### config.mk
export PLATFORM = sky130hd
export DESIGN_NAME = graphics_digitizer_sync_output
export DESIGN_NICKNAME = d
export VERILOG_FILES = /design/src/core/graphics_digitizer_sync_output.v /design/src/core/pixel_fifo_mem.v /design/src/core/pixel_fifo.v
export VERILOG_INCLUDE_DIRS = /design/src /design/src/core
export SDC_FILE = /design/constraint.sdc
export NUM_CORES = 1
export LEC_CHECK = 0
export BUFFER_PORTS_ARGS = -buffer_cell sky130_fd_sc_hd__buf_2
export CAP_MARGIN = 20
export CORE_ASPECT_RATIO = 0.6
export CORE_MARGIN = 5
export CORE_UTILIZATION = 65
export DETAILED_ROUTE_END_ITERATION = 16
export PLACE_DENSITY_LB_ADDON = 0.12
export SLEW_MARGIN = 10
export SYNTH_ARGS = -nofsm -noshare
export SYNTH_HDL_FRONTEND = slang
export SYNTH_SLANG_ARGS = --single-unit
### constraint.sdc
create_clock -name i_sys_clk -period 6.3 [get_ports i_sys_clk]
set_clock_uncertainty 0.1 [all_clocks]
set_input_delay 1.26 -clock i_sys_clk [delete_from_list [all_inputs] [get_ports i_sys_clk]]
set_output_delay 1.26 -clock i_sys_clk [all_outputs]
set_load 0.01 [all_outputs]
### src/core/sync_output_regs.vh
// Constants for the sync-processing and pixel-output block
`ifndef SYNC_OUTPUT_REGS_VH
`define SYNC_OUTPUT_REGS_VH
`define SYS_CLK_PERIOD_PS 32'd5000
`define DATA_WIDTH 8
`define DATA_MSB 7
`define SLICE_STEP_MV 10
`define SLICE_MIN_MV 10
`define SLICE_MAX_MV 330
`define SLICE_RESET_MV 150
`define SLICE_CODE_WIDTH 5
`define SLICE_CODE_RESET 5'h0e
`define SLICE_CODE_MAX 5'h1f
`define HS_WIDTH_BITS 8
`define HS_WIDTH_RESET 8'h20
`define PHASE_BITS 5
`define SOG_DELAY_STAGES 4
`define FIFO_DEPTH 8
`define FIFO_AW 3
`define CTRL_ADDR 8'h0e
`define CTRL_HS_POL_BIT 6
`endif

### src/core/graphics_digitizer_sync_output.v
// Sync processing and pixel output timing of a graphics digitizer
// Operation
// - Line sync output realigned with pixel data
// - Line sync polarity and width settable
// - One bit selects frame sync polarity
// - Frame sync keeps source position and width; here it is sampled into each captured word and delayed with the data
// - Slicer pin: green comparator or delayed sync
// - Colour buses carry MSB on bit 7
// - Sample-to-output latency is fixed
// - Phase change moves data, clock, sync together
// - Output clock derived from sampling clock
// - Line sync is timing and frequency reference
// - Line sync polarity control selects edge
// - Only leading edge of line sync acted upon
// - Polarity zero: falling edge is active
// - Polarity one: rising edge is active
// - Slicer threshold 10 to 320 mV, 10 mV steps
// - Slicer threshold resets to 150 mV
`timescale 1ns/1ps
`default_nettype none
`include "sync_output_regs.vh"
module graphics_digitizer_sync_output #(
  parameter DW = `DATA_WIDTH,
  parameter FIFO_DEPTH = `FIFO_DEPTH,
  parameter FIFO_AW = `FIFO_AW,
  parameter HW = `HS_WIDTH_BITS,
  parameter PW = `PHASE_BITS
) (
  input wire i_sys_clk,
  input wire i_resetn,
  input wire i_line_sync_in,
  input wire i_frame_sync_in,
  input wire i_green_sync_in,
  input wire i_sample_clock,
  input wire [DW-1:0] i_red_sample,
  input wire [DW-1:0] i_green_sample,
  input wire [DW-1:0] i_blue_sample,
  input wire i_line_sync_in_pol,
  input wire i_line_sync_out_pol,
  input wire [HW-1:0] i_line_sync_out_width,
  input wire i_frame_sync_out_pol,
  input wire i_slicer_sel_green,
  input wire [`SLICE_CODE_WIDTH-1:0] i_slice_code,
  input wire i_slice_code_load,
  input wire [PW-1:0] i_sample_phase,
  output wire [`SLICE_CODE_WIDTH-1:0] o_slice_threshold,
  output reg o_line_edge_seen,
  output wire o_fifo_ready,
  output reg o_pixel_out_clock,
  output reg o_line_sync_out,
  output reg o_frame_sync_out,
  output reg o_green_sync_slicer_out,
  output reg [DW-1:0] o_red,
  output reg [DW-1:0] o_green,
  output reg [DW-1:0] o_blue
);

  ////////////////////////////////////////////////////////////////////////////
  // Input synchronisers (two flops each)
  localparam FW = 3 * DW + 2;
  localparam ST_LOW = 2'd0;
  localparam ST_HIGH = 2'd1;
  localparam ST_FALL = 2'd2;
  reg [1:0] sclk_s;
  reg [1:0] hs_s;
  reg [1:0] vs_s;
  reg [1:0] sog_s;
  reg sclk_q;
  reg hs_q;
  reg [3*DW-1:0] samp_s1;
  reg [3*DW-1:0] samp_s2;
  // Sampling clock, its edges found on the system clock
  always @(posedge i_sys_clk or negedge i_resetn) begin
    if (!i_resetn) begin
      sclk_s <= 2'b00;
      sclk_q <= 1'b0;
    end else begin
      sclk_s <= {sclk_s[0], i_sample_clock};
      sclk_q <= sclk_s[1];
    end
  end
  // Sync pins
  always @(posedge i_sys_clk or negedge i_resetn) begin
    if (!i_resetn) begin
      hs_s <= 2'b00;
      vs_s <= 2'b00;
      sog_s <= 2'b00;
      hs_q <= 1'b0;
    end else begin
      hs_s <= {hs_s[0], i_line_sync_in};
      vs_s <= {vs_s[0], i_frame_sync_in};
      sog_s <= {sog_s[0], i_green_sync_in};
      hs_q <= hs_s[1];
    end
  end
  // Colour samples
  always @(posedge i_sys_clk or negedge i_resetn) begin
    if (!i_resetn) begin
      samp_s1 <= {(3*DW){1'b0}};
      samp_s2 <= {(3*DW){1'b0}};
    end else begin
      samp_s1 <= {i_red_sample, i_green_sample, i_blue_sample};
      samp_s2 <= samp_s1;
    end
  end
  wire sample_tick = sclk_s[1] & ~sclk_q;

  ////////////////////////////////////////////////////////////////////////////
  // Leading-edge detection of the line sync input
  reg hs_lead;
  always @* begin
    if (i_line_sync_in_pol) begin
      hs_lead = hs_s[1] & ~hs_q;
    end else begin
      hs_lead = ~hs_s[1] & hs_q;
    end
  end
  always @(posedge i_sys_clk or negedge i_resetn) begin
    if (!i_resetn) begin
      o_line_edge_seen <= 1'b0;
    end else begin
      o_line_edge_seen <= hs_lead;
    end
  end
  ////////////////////////////////////////////////////////////////////////////
  // Slicer threshold, code n means (n+1)*10 mV
  reg [`SLICE_CODE_WIDTH-1:0] slice_q;
  function [`SLICE_CODE_WIDTH-1:0] clamp_code;
    input [`SLICE_CODE_WIDTH-1:0] c;
    begin
      clamp_code = (c > `SLICE_CODE_MAX) ? `SLICE_CODE_MAX : c;
    end
  endfunction
  always @(posedge i_sys_clk or negedge i_resetn) begin
    if (!i_resetn) begin
      slice_q <= `SLICE_CODE_RESET;
    end else if (i_slice_code_load) begin
      slice_q <= clamp_code(i_slice_code);
    end
  end
  assign o_slice_threshold = slice_q;

  ////////////////////////////////////////////////////////////////////////////
  // Sample capture into FIFO, tagged with syncs
  // Word: {line edge, frame sync, red, green, blue}
  reg edge_pend_q;
  reg [PW-1:0] phase_cnt_q;
  wire fifo_in_ready;
  wire fifo_out_valid;
  wire [FW-1:0] fifo_out;
  reg fifo_pop;
  // Phase shifts the one strobe for all outputs
  wire capture = sample_tick & (phase_cnt_q == i_sample_phase);
  // Tick index since the last line edge
  always @(posedge i_sys_clk or negedge i_resetn) begin
    if (!i_resetn) begin
      phase_cnt_q <= {PW{1'b0}};
    end else begin
      if (hs_lead) begin
        phase_cnt_q <= {PW{1'b0}};
      end else if (sample_tick) begin
        phase_cnt_q <= phase_cnt_q + 1'b1;
      end
    end
  end
  // Edge waits for the next stored word; a new edge wins over the clear
  always @(posedge i_sys_clk or negedge i_resetn) begin
    if (!i_resetn) begin
      edge_pend_q <= 1'b0;
    end else begin
      if (hs_lead) begin
        edge_pend_q <= 1'b1;
      end else if (capture & fifo_in_ready) begin
        edge_pend_q <= 1'b0;
      end
    end
  end
  assign o_fifo_ready = fifo_in_ready;
  pixel_fifo #(.WIDTH(FW), .DEPTH(FIFO_DEPTH), .AW(FIFO_AW)) u_fifo (
    .i_sys_clk(i_sys_clk),
    .i_resetn(i_resetn),
    .i_in_valid(capture),
    .o_in_ready(fifo_in_ready),
    .i_in_data({edge_pend_q | hs_lead, vs_s[1], samp_s2}),
    .o_out_valid(fifo_out_valid),
    .i_out_ready(fifo_pop),
    .o_out_data(fifo_out)
  );

  ////////////////////////////////////////////////////////////////////////////
  // Output clock: one word per capture, sent on a sample tick, fixed latency
  // Line sync level for an active or idle word
  function hs_level;
    input active;
    input pol;
    begin
      hs_level = active ? pol : ~pol;
    end
  endfunction
  reg [1:0] st_q;
  reg [HW-1:0] hs_cnt_q;
  reg [HW-1:0] hs_cnt_d;
  reg line_sync_d;
  // One pop per sample tick while the strobe is idle
  always @* begin
    fifo_pop = 1'b0;
    case (st_q)
      ST_LOW: fifo_pop = fifo_out_valid & sample_tick;
      ST_HIGH: fifo_pop = 1'b0;
      default: fifo_pop = 1'b0;
    endcase
  end
  // Width counted in words, polarity applied
  always @* begin
    hs_cnt_d = hs_cnt_q;
    line_sync_d = o_line_sync_out;
    if (fifo_out[FW-1]) begin
      hs_cnt_d = i_line_sync_out_width;
      line_sync_d = hs_level(i_line_sync_out_width != {HW{1'b0}}, i_line_sync_out_pol);
    end else if (hs_cnt_q > {{(HW-1){1'b0}}, 1'b1}) begin
      hs_cnt_d = hs_cnt_q - 1'b1;
      line_sync_d = hs_level(1'b1, i_line_sync_out_pol);
    end else begin
      hs_cnt_d = {HW{1'b0}};
      line_sync_d = hs_level(1'b0, i_line_sync_out_pol);
    end
  end
  // Output strobe: data first, then clock high, then clock low
  always @(posedge i_sys_clk or negedge i_resetn) begin
    if (!i_resetn) begin
      st_q <= ST_LOW;
      o_pixel_out_clock <= 1'b0;
      o_line_sync_out <= 1'b0;
      o_frame_sync_out <= 1'b0;
      o_red <= {DW{1'b0}};
      o_green <= {DW{1'b0}};
      o_blue <= {DW{1'b0}};
      hs_cnt_q <= {HW{1'b0}};
    end else begin
      case (st_q)
        ST_LOW: begin
          if (fifo_pop) begin
            o_red <= fifo_out[3*DW-1:2*DW];
            o_green <= fifo_out[2*DW-1:DW];
            o_blue <= fifo_out[DW-1:0];
            // Frame sync leaves with its word, delayed through the FIFO like the data
            o_frame_sync_out <= fifo_out[FW-2] ^ i_frame_sync_out_pol;
            o_line_sync_out <= line_sync_d;
            hs_cnt_q <= hs_cnt_d;
            st_q <= ST_HIGH;
          end
        end
        ST_HIGH: begin
          // Output clock rises after data settle
          o_pixel_out_clock <= 1'b1;
          st_q <= ST_FALL;
        end
        ST_FALL: begin
          o_pixel_out_clock <= 1'b0;
          st_q <= ST_LOW;
        end
        default: begin
          o_pixel_out_clock <= 1'b0;
          st_q <= ST_LOW;
        end
      endcase
    end
  end

  ////////////////////////////////////////////////////////////////////////////
  // Slicer output
  reg [`SOG_DELAY_STAGES-1:0] hs_dly_q;
  // Raw line sync delay line
  always @(posedge i_sys_clk or negedge i_resetn) begin
    if (!i_resetn) begin
      hs_dly_q <= {`SOG_DELAY_STAGES{1'b0}};
    end else begin
      hs_dly_q <= {hs_dly_q[`SOG_DELAY_STAGES-2:0], hs_s[1]};
    end
  end
  always @(posedge i_sys_clk or negedge i_resetn) begin
    if (!i_resetn) begin
      o_green_sync_slicer_out <= 1'b0;
    end else begin
      // Comparator or delayed raw line sync
      o_green_sync_slicer_out <= i_slicer_sel_green ? sog_s[1] :
                                 hs_dly_q[`SOG_DELAY_STAGES-1];
    end
  end
endmodule
`default_nettype wire

### src/core/pixel_fifo_mem.v
// Small register-output memory used as the FIFO store
`timescale 1ns/1ps
`default_nettype none
module pixel_fifo_mem #(
  parameter WIDTH = 26,
  parameter AW = 3
) (
  input wire i_sys_clk,
  input wire i_wr_en,
  input wire [AW-1:0] i_wr_addr,
  input wire [WIDTH-1:0] i_wr_data,
  input wire [AW-1:0] i_rd_addr,
  output reg [WIDTH-1:0] o_rd_data
);
  reg [WIDTH-1:0] mem [0:(1<<AW)-1];
  always @(posedge i_sys_clk) begin
    if (i_wr_en) begin
      mem[i_wr_addr] <= i_wr_data;
    end
    o_rd_data <= mem[i_rd_addr];
  end
endmodule
`default_nettype wire

### src/core/pixel_fifo.v
// Synchronous FIFO with valid/ready on both sides
`timescale 1ns/1ps
`default_nettype none
module pixel_fifo #(
  parameter WIDTH = 26,
  parameter DEPTH = 8,
  parameter AW = 3
) (
  input wire i_sys_clk,
  input wire i_resetn,
  input wire i_in_valid,
  output wire o_in_ready,
  input wire [WIDTH-1:0] i_in_data,
  output wire o_out_valid,
  input wire i_out_ready,
  output wire [WIDTH-1:0] o_out_data
);
  reg [AW:0] wr_q;
  reg [AW:0] rd_q;
  reg [AW:0] cnt_q;
  wire [WIDTH-1:0] mem_rd;
  wire do_wr;
  wire do_rd;
  wire [AW:0] rd_next;
  reg fresh_q;
  // Memory read is registered, so look ahead one address on a pop
  assign o_in_ready = (cnt_q != DEPTH[AW:0]);
  // A word written into the slot being read shows one cycle later
  assign o_out_valid = (cnt_q != {(AW+1){1'b0}}) & ~fresh_q;
  assign do_wr = i_in_valid & o_in_ready;
  assign do_rd = o_out_valid & i_out_ready;
  assign rd_next = do_rd ? rd_q + 1'b1 : rd_q;
  assign o_out_data = mem_rd;
  pixel_fifo_mem #(.WIDTH(WIDTH), .AW(AW)) u_mem (
    .i_sys_clk(i_sys_clk),
    .i_wr_en(do_wr),
    .i_wr_addr(wr_q[AW-1:0]),
    .i_wr_data(i_in_data),
    .i_rd_addr(rd_next[AW-1:0]),
    .o_rd_data(mem_rd)
  );
  always @(posedge i_sys_clk or negedge i_resetn) begin
    if (!i_resetn) begin
      fresh_q <= 1'b0;
      wr_q <= {(AW+1){1'b0}};
      rd_q <= {(AW+1){1'b0}};
      cnt_q <= {(AW+1){1'b0}};
    end else begin
      fresh_q <= do_wr & (wr_q[AW-1:0] == rd_next[AW-1:0]);
      if (do_wr) begin
        wr_q <= wr_q + 1'b1;
      end
      rd_q <= rd_next;
      cnt_q <= cnt_q + {{AW{1'b0}}, do_wr} - {{AW{1'b0}}, do_rd};
    end
  end
endmodule
`default_nettype wire

* Yosys cells after proc, flatten, opt, wreduce, memory -nomap -nowiden
Memory sizes are Yosys's and may differ from the RTL's. A register that Yosys moved wholly into a read port is not among the register bits.
Index checks and enable logic that the tools add are counted.
** Storage, ports and cells
- Flip-flop bits (word level) :: 125
- RAM bits :: 208
- Input bits :: 53
- Output and inout bits :: 35
- Word-level logic and storage cells :: 82
- Memories kept :: 1
** Cells by class
- Add/subtract/negate cells :: 6
- Magnitude comparators :: 2
- Equality and inequality tests :: 5
- Muxes and demuxes :: 19
- Bitwise logic cells :: 16
- Reductions and logical operators :: 6
** Memories
- u_fifo.u_mem.mem :: depth 8, width 26, rd ports 1, clocked after memory_dff 1, wr ports 1, line pixel_fifo_mem.v:15 : reg [WIDTH-1:0] mem [0:(1<<AW)-1];
** Operator list (number)
- $mux W8 :: 2
- $mux W5 :: 3
- $mux W1 :: 10
- $and A1 B1 Y1 :: 9
- $add A4 B1 Y4 const B :: 2
- $gt A8 B1 Y1 const B :: 1
- $reduce_bool A8 Y1 :: 1
- $sub A8 B1 Y8 const B :: 1
- $add A5 B1 Y5 const B :: 1
- $eq A5 B5 Y1 :: 1
- $gt A5 B5 Y1 const B :: 1
- $not A1 Y1 :: 5
- $add A4 B1 Y4 :: 1
- $ne A4 B4 Y1 const B :: 1
- $pmux W2 S2 :: 1
- $reduce_bool A2 Y1 :: 2
- $reduce_bool A4 Y1 :: 1
- $sub A4 B1 Y4 :: 1
- $eq A3 B3 Y1 :: 1
- $mux W3 :: 1
- $eq A2 B1 Y1 const B :: 1
- $logic_not A2 Y1 :: 1
- $mux W2 :: 1
- $ne A2 B1 Y1 const B :: 1
- 4 further kinds :: 4

* Longest topological paths before layout
- Depth after elaboration :: 8
- Depth in mapped cells :: 16
- Gate-level depth less buffers :: 11

* Modules after synthesis
Synthesis repeated with hierarchy kept, for this count alone.
** Second synthesis, totals
- Cell total of the unflattened synthesis :: 689
- Area, all modules :: 12996.2 µm²
** Modules (own cells, without submodules)
- pixel_fifo_mem :: instances 1, cells each 340, area each 8563.2 µm², sequential area each 6766.5 µm²
- graphics_digitizer_sync_output :: instances 1, cells each 294, area each 3788.6 µm², sequential area each 2781.4 µm²
- pixel_fifo :: instances 1, cells each 55, area each 644.4 µm², sequential area each 275.3 µm²

* Worst setup path before layout
No wires, ideal clock.
- Path type :: input-to-reg
- Start :: in i_sample_phase[3]
- End :: mem u_fifo.u_mem.mem[4][0] (enable)
- Setup time :: 447 ps
- Arrival :: 4217 ps
- Data required time :: 5753 ps
- Path slack :: 1535 ps
- Stages on the path :: 6
- Buffers on the path :: 1
- Cells stage by stage :: xor2_1 nor4_1 and4_1 clkbuf_1 nand2b_1 nor3b_1
** Between the ends
- Longest elaborated chain between the ends :: 5
** Ends and longest elaborated chain
- start: declaration :: line graphics_digitizer_sync_output.v:45 : input wire [PW-1:0] i_sample_phase,
- $eq A5 B5 Y1 :: line graphics_digitizer_sync_output.v:153 : wire capture = sample_tick & (phase_cnt_q == i_sample_phase);
- $and A1 B1 Y1 :: line graphics_digitizer_sync_output.v:153
- $and A1 B1 Y1 :: line pixel_fifo.v:30 : assign do_wr = i_in_valid & o_in_ready;
- net u_fifo.do_wr :: line pixel_fifo.v:22 : wire do_wr;
- $mux W1 :: line pixel_fifo_mem.v:17 : if (i_wr_en) begin
- $mux W1 (not written as such) :: line pixel_fifo_mem.v:18 : mem[i_wr_addr] <= i_wr_data;
- end: declaration :: line pixel_fifo_mem.v:15
The timed path passes the listed nets, and every way through them passes these cells.

* Worst setup path in the final report
- Start :: in i_sample_phase[3]
- End :: mem u_fifo.u_mem.mem[1][10] (enable)
** Between the ends
- Longest elaborated chain between the ends :: 5
** Ends and longest elaborated chain (line)
- $eq A5 B5 Y1 :: graphics_digitizer_sync_output.v:153
- $and A1 B1 Y1 :: graphics_digitizer_sync_output.v:153
- $and A1 B1 Y1 :: pixel_fifo.v:30
- $mux W1 :: pixel_fifo_mem.v:17
- $mux W1 (not written as such) :: pixel_fifo_mem.v:18
No other way between the ends.

==> flow_summary.html <==
<table>
<tr><th>Metric</th><th>Value</th></tr>
<tr><th colspan="2">Critical path</th></tr>
<tr><td>Largest delay contributor family on the critical path</td><td>simple AND/OR/NAND/NOR gates</td></tr>
<tr><td>Cell Chain, Critical Path</td><td>buf_2 &gt; xor2_1 &gt; nor4_1 &gt; and4_1 &gt; nand2_1 &gt; nor3_2 &gt; buf_4</td></tr>
<tr><td>Type of destination of the critical path</td><td>flip-flop</td></tr>
<tr><td>Reg-to-reg startpoint</td><td>sclk_s[1]</td></tr>
<tr><td>R2R Setup Slk</td><td>2.95 ns</td></tr>
<tr><td>Worst setup SP type</td><td>input port</td></tr>
<tr><td>Buffers plus inverters on the worst setup path</td><td>2</td></tr>
<tr><td>Cell type of the slowest stage on the worst timing path</td><td>sky130_fd_sc_hd__nor3_2</td></tr>
<tr><td>Required time of the critical path</td><td>6.44 ns</td></tr>
<tr><td>Crit path arrival time</td><td>3.73 ns</td></tr>
<tr><td>Setup CP Type</td><td>input port to flip-flop</td></tr>
<tr><td>Delay of the slowest critical-path stage</td><td>0.82 ns</td></tr>
<tr><td>End of the worst register-to-register path</td><td>u_fifo.u_mem.o_rd_data[13]</td></tr>
<tr><td>Max FO, Critical Path</td><td>16</td></tr>
<tr><td>Worst reg2reg path depth</td><td>8</td></tr>
<tr><th colspan="2">Job</th></tr>
<tr><td>Maxcap violations</td><td>0</td></tr>
<tr><th colspan="2">Clock network</th></tr>
<tr><td>Max Buffers Root-to-Sink</td><td>3</td></tr>
<tr><td>Sink count of the clock tree</td><td>356</td></tr>
<tr><td>Post_cts resized</td><td>0</td></tr>
<tr><td>Clock tree from TritonCTS</td><td>done</td></tr>
<tr><td>Later-pin clock latency in the skew report</td><td>0.56 ns</td></tr>
<tr><td>Clock Tree Root</td><td>sky130_fd_sc_hd__clkbuf_16</td></tr>
<tr><td>Clock transition time at the flip-flop clock pins of the worst setup and hold paths</td><td>0.07 ns</td></tr>
<tr><td>Number of buffers created by CTS</td><td>31</td></tr>
<tr><td>H-tree Lvls</td><td>1</td></tr>
<tr><td>Quantity of hold-fixing buffers added after cts</td><td>0</td></tr>
<tr><td>Postcts setup bufs</td><td>0</td></tr>
<tr><th colspan="2">Placement</th></tr>
<tr><td>Number of instances in the placed design</td><td>1458</td></tr>
<tr><td>Instance area after placement</td><td>15310 um^2</td></tr>
<tr><td>Final weighted congestion of routability-driven global placement</td><td>0.7826</td></tr>
<tr><td>Placed wire-length estimate after detailed placement</td><td>17430 um</td></tr>
<tr><td>Number of buffers added on ports</td><td>87</td></tr>
<tr><th colspan="2">Timing</th></tr>
<tr><td>Worst-Margin Slew</td><td>1.082 ns</td></tr>
<tr><td>Fin Hold WS</td><td>0.2459 ns</td></tr>
<tr><td>Upper clock frequency limit</td><td>278.4 MHz</td></tr>
<tr><td>Total negative slack</td><td>0 ns</td></tr>
<tr><td>Fin crit period</td><td>3.592 ns</td></tr>
<tr><td>Number of max-slew violations in the final report</td><td>0</td></tr>
<tr><td>Worst slew slack as a fraction of its limit</td><td>27.76%</td></tr>
<tr><td>Final cycle utilization of the critical path</td><td>57.01%</td></tr>
<tr><td>Endpoints failing hold</td><td>0</td></tr>
<tr><td>Number of setup violations in the final report</td><td>0</td></tr>
<tr><td>Setup repair after global routing missed its margin</td><td>false</td></tr>
<tr><th colspan="2">Floorplan</th></tr>
<tr><td>Horizontal extent of the die</td><td>203.7 um</td></tr>
<tr><td>Die Y</td><td>126.2 um</td></tr>
<tr><td>Placeable core area</td><td>22070 um^2</td></tr>
<tr><td>I/O pins</td><td>88</td></tr>
<tr><td>Overall die area</td><td>25700 um^2</td></tr>
<tr><td>Number of rows created at floorplan</td><td>42</td></tr>
<tr><td>Initial Util</td><td>66.28%</td></tr>
<tr><th colspan="2">Global route</th></tr>
<tr><td>Aggregate global routing overflow</td><td>0</td></tr>
<tr><td>Largest net degree at the start of global routing</td><td>132</td></tr>
<tr><td>Overall global routing resource usage</td><td>24.11%</td></tr>
<tr><td>Antenna violations before repair</td><td>0</td></tr>
<tr><td>Global-route wire length before repair</td><td>49360 um</td></tr>
<tr><td>Number of global-route vias before repair</td><td>9089</td></tr>
<tr><th colspan="2">Yosys</th></tr>
<tr><td>Mean cell area of the mapped netlist</td><td>12.73 um^2</td></tr>
<tr><td>Number of flops mapped to enable cells by yosys</td><td>208</td></tr>
<tr><td>Sequential area share after synthesis</td><td>67.15%</td></tr>
<tr><td>Yosys warning count</td><td>0</td></tr>
<tr><td>Register bit total from synthesis</td><td>356</td></tr>
<tr><td>Distinct cells, synth</td><td>53</td></tr>
<tr><td>Synthesized instance count</td><td>1149</td></tr>
<tr><td>Area of the mapped netlist</td><td>14630 um^2</td></tr>
<tr><td>Synth async-reset ratio</td><td>34.27%</td></tr>
<tr><td>Most frequently used flop master after synthesis</td><td>sky130_fd_sc_hd__edfxtp_1</td></tr>
<tr><td>Post-synth net total</td><td>1214</td></tr>
<tr><th colspan="2">Run status</th></tr>
<tr><td>Outcome</td><td>finished, final reports clean</td></tr>
<tr><th colspan="2">Drt</th></tr>
<tr><td>DR DRC count</td><td>0</td></tr>
<tr><td>Average wire per standard cell</td><td>20.50 um</td></tr>
<tr><td>Number of optimization iterations in the first detailed-route pass</td><td>6</td></tr>
<tr><td>Final routed wirelength across all metal layers</td><td>31050 um</td></tr>
<tr><td>Vias after detailed routing</td><td>9416</td></tr>
<tr><td>Post-DRT Antenna Nets</td><td>0</td></tr>
<tr><td>Number of DRC markers in iteration 0</td><td>1126</td></tr>
<tr><td>Number of vias per cell after detailed routing</td><td>6.215</td></tr>
<tr><th colspan="2">Layout</th></tr>
<tr><td>Leading cell type in the layout, fill and taps excluded</td><td>sky130_fd_sc_hd__edfxtp_1</td></tr>
<tr><td>Post-route cell area</td><td>16400 um^2</td></tr>
<tr><td>Post-synthesis to final-layout area growth</td><td>12.09%</td></tr>
<tr><td>Share of layout cells above drive strength 1</td><td>17.09%</td></tr>
<tr><td>Antenna cell count</td><td>0</td></tr>
<tr><td>Post-route non-filler standard cell count</td><td>1515</td></tr>
<tr><td>Number of nets in the layout</td><td>1270</td></tr>
<tr><td>Highest-count cells in the layout ignoring fill and taps</td><td>208 x sky130_fd_sc_hd__edfxtp_1, 143 x sky130_fd_sc_hd__nand2_1, 118 x sky130_fd_sc_hd__dfrtp_1</td></tr>
<tr><th colspan="2">Min path</th></tr>
<tr><td>Worst Hold Depth</td><td>0</td></tr>
<tr><td>Hold WC Path Type</td><td>flip-flop to flip-flop</td></tr>
<tr><td>Endpoint, Worst Hold</td><td>hs_dly_q[2]</td></tr>
<tr><td>Hold Path Origin</td><td>hs_dly_q[1]</td></tr>
<tr><th colspan="2">Power</th></tr>
<tr><td>Power per unit of standard cell area</td><td>430.6 nW/um^2</td></tr>
<tr><td>Total leakage power</td><td>6.549 nW</td></tr>
<tr><td>Largest vdd supply drop</td><td>349.9 uV</td></tr>
<tr><td>Total power after layout</td><td>7.061 mW</td></tr>
</table>
report_power, final:
| group | leakage [nW] | switching (mW) | internal [mW] |
|---|---|---|---|
| Combinational | 2.47 | 1.30 | 0.811 |
| Sequential | 3.56 | 0.208 | 2.73 |
| Clock | 0.524 | 0.817 | 1.20 |
| Total | 6.55 | 2.32 | 4.74 |
worst max-delay path by stage:
| stage | startpoint | endpoint | slack, ns | cells after the start |
|---|---|---|---|---|
| after floorplan | i_sample_phase[3] | u_fifo.u_mem.mem[4][0] | 1.54 | 6 |
| after detailed placement | i_sample_phase[3] | u_fifo.u_mem.mem[1][8] | 2.11 | 7 |
| after global routing | i_sample_phase[3] | u_fifo.u_mem.mem[1][17] | 2.53 | 7 |
| after global placement | i_sample_phase[3] | u_fifo.u_mem.mem[1][10] | 2.18 | 7 |
| final | i_sample_phase[3] | u_fifo.u_mem.mem[1][10] | 2.71 | 7 |
| after CTS | i_sample_phase[3] | u_fifo.u_mem.mem[1][10] | 2.72 | 7 |
cells in the mapped netlist (3+ instances only):
library cell | count | share of area (%)
sky130_fd_sc_hd__nand4_1 | 6 | 0.26
sky130_fd_sc_hd__a221oi_1 | 26 | 1.6
sky130_fd_sc_hd__nor2_1 | 42 | 1.1
sky130_fd_sc_hd__inv_1 | 14 | 0.36
sky130_fd_sc_hd__nor3b_1 | 6 | 0.31
sky130_fd_sc_hd__a21o_1 | 27 | 1.4
sky130_fd_sc_hd__o21ai_1 | 48 | 1.6
sky130_fd_sc_hd__o21ai_0 | 22 | 0.75
sky130_fd_sc_hd__nand2_1 | 143 | 3.7
sky130_fd_sc_hd__clkbuf_1 | 48 | 1.2
sky130_fd_sc_hd__dfrtp_1 | 119 | 20
sky130_fd_sc_hd__or4_1 | 4 | 0.21
sky130_fd_sc_hd__buf_1 | 8 | 0.21
sky130_fd_sc_hd__nand3_1 | 28 | 0.96
sky130_fd_sc_hd__nand2b_1 | 3 | 0.13
sky130_fd_sc_hd__buf_2 | 25 | 0.86
sky130_fd_sc_hd__ha_1 | 11 | 0.94
sky130_fd_sc_hd__xor2_1 | 11 | 0.66
sky130_fd_sc_hd__nor3_1 | 6 | 0.21
sky130_fd_sc_hd__xnor2_1 | 8 | 0.48
sky130_fd_sc_hd__buf_6 | 5 | 0.38
sky130_fd_sc_hd__o311ai_1 | 26 | 1.6
sky130_fd_sc_hd__mux2_2 | 33 | 2.5
sky130_fd_sc_hd__dfstp_2 | 3 | 0.54
sky130_fd_sc_hd__a21oi_1 | 59 | 2.0
sky130_fd_sc_hd__dfxtp_1 | 26 | 3.6
sky130_fd_sc_hd__mux2i_1 | 26 | 1.8
sky130_fd_sc_hd__a22oi_1 | 3 | 0.15
sky130_fd_sc_hd__and3_1 | 78 | 3.3
sky130_fd_sc_hd__a21boi_1 | 16 | 0.82
sky130_fd_sc_hd__edfxtp_1 | 208 | 43
sky130_fd_sc_hd__a21boi_0 | 36 | 1.8
routing by layer:
layer	part of all wire (%)	GRT usage, %
met5	0	0
met4	1.6	4.915
met3	9.3	4.830
met2	44	35.60
met1	45	37.87
area by class of cell:
| cell class | count | area, um^2 |
|---|---|---|
| repair buffers | 109 | 639.4 |
| well taps | 286 | 357.8 |
| clock inverters | 19 | 276.5 |
| inverters | 16 | 60.06 |
| fillers | 1431 | 5673 |
| flip-flops and latches | 356 | 9827 |
| clock buffers | 38 | 812.0 |
| multi-input cells | 691 | 4425 |
sequential cells by signal, indices dropped and copies added (netlist names), 2 cells and up:
name,count
u_fifo.u_mem.mem,208
samp_s2,24
o_blue,8
hs_s,2
hs_dly_q,4
vs_s,2
u_fifo.u_mem.o_rd_data,26
u_fifo.cnt_q,4
sog_s,2
u_fifo.wr_q,3
samp_s1,24
st_q,2
u_fifo.rd_q,3
hs_cnt_q,8
o_red,8
o_slice_threshold,5
sclk_s,2
o_green,8
phase_cnt_q,5
stage by stage:
step                      setup slack (ns)  util (%)
after floorplan                      1.535         -
after global placement               2.180     69.24
after detailed placement             2.115     69.37
after CTS                            2.715     74.30
after global routing                 2.526     74.30
final                                2.708     74.30
logic make-up after synthesis:
kind of cell | Yosys count | share of synthesized area (%)
fa+ha+maj | 12 | 1.078
xor+xnor | 19 | 1.138
buf+inv | 102 | 3.087
simple gates | 329 | 10.82
flops | 356 | 67.15
compound gates | 271 | 12.26
mux | 60 | 4.473
Power figures use the tool's default switching activity.
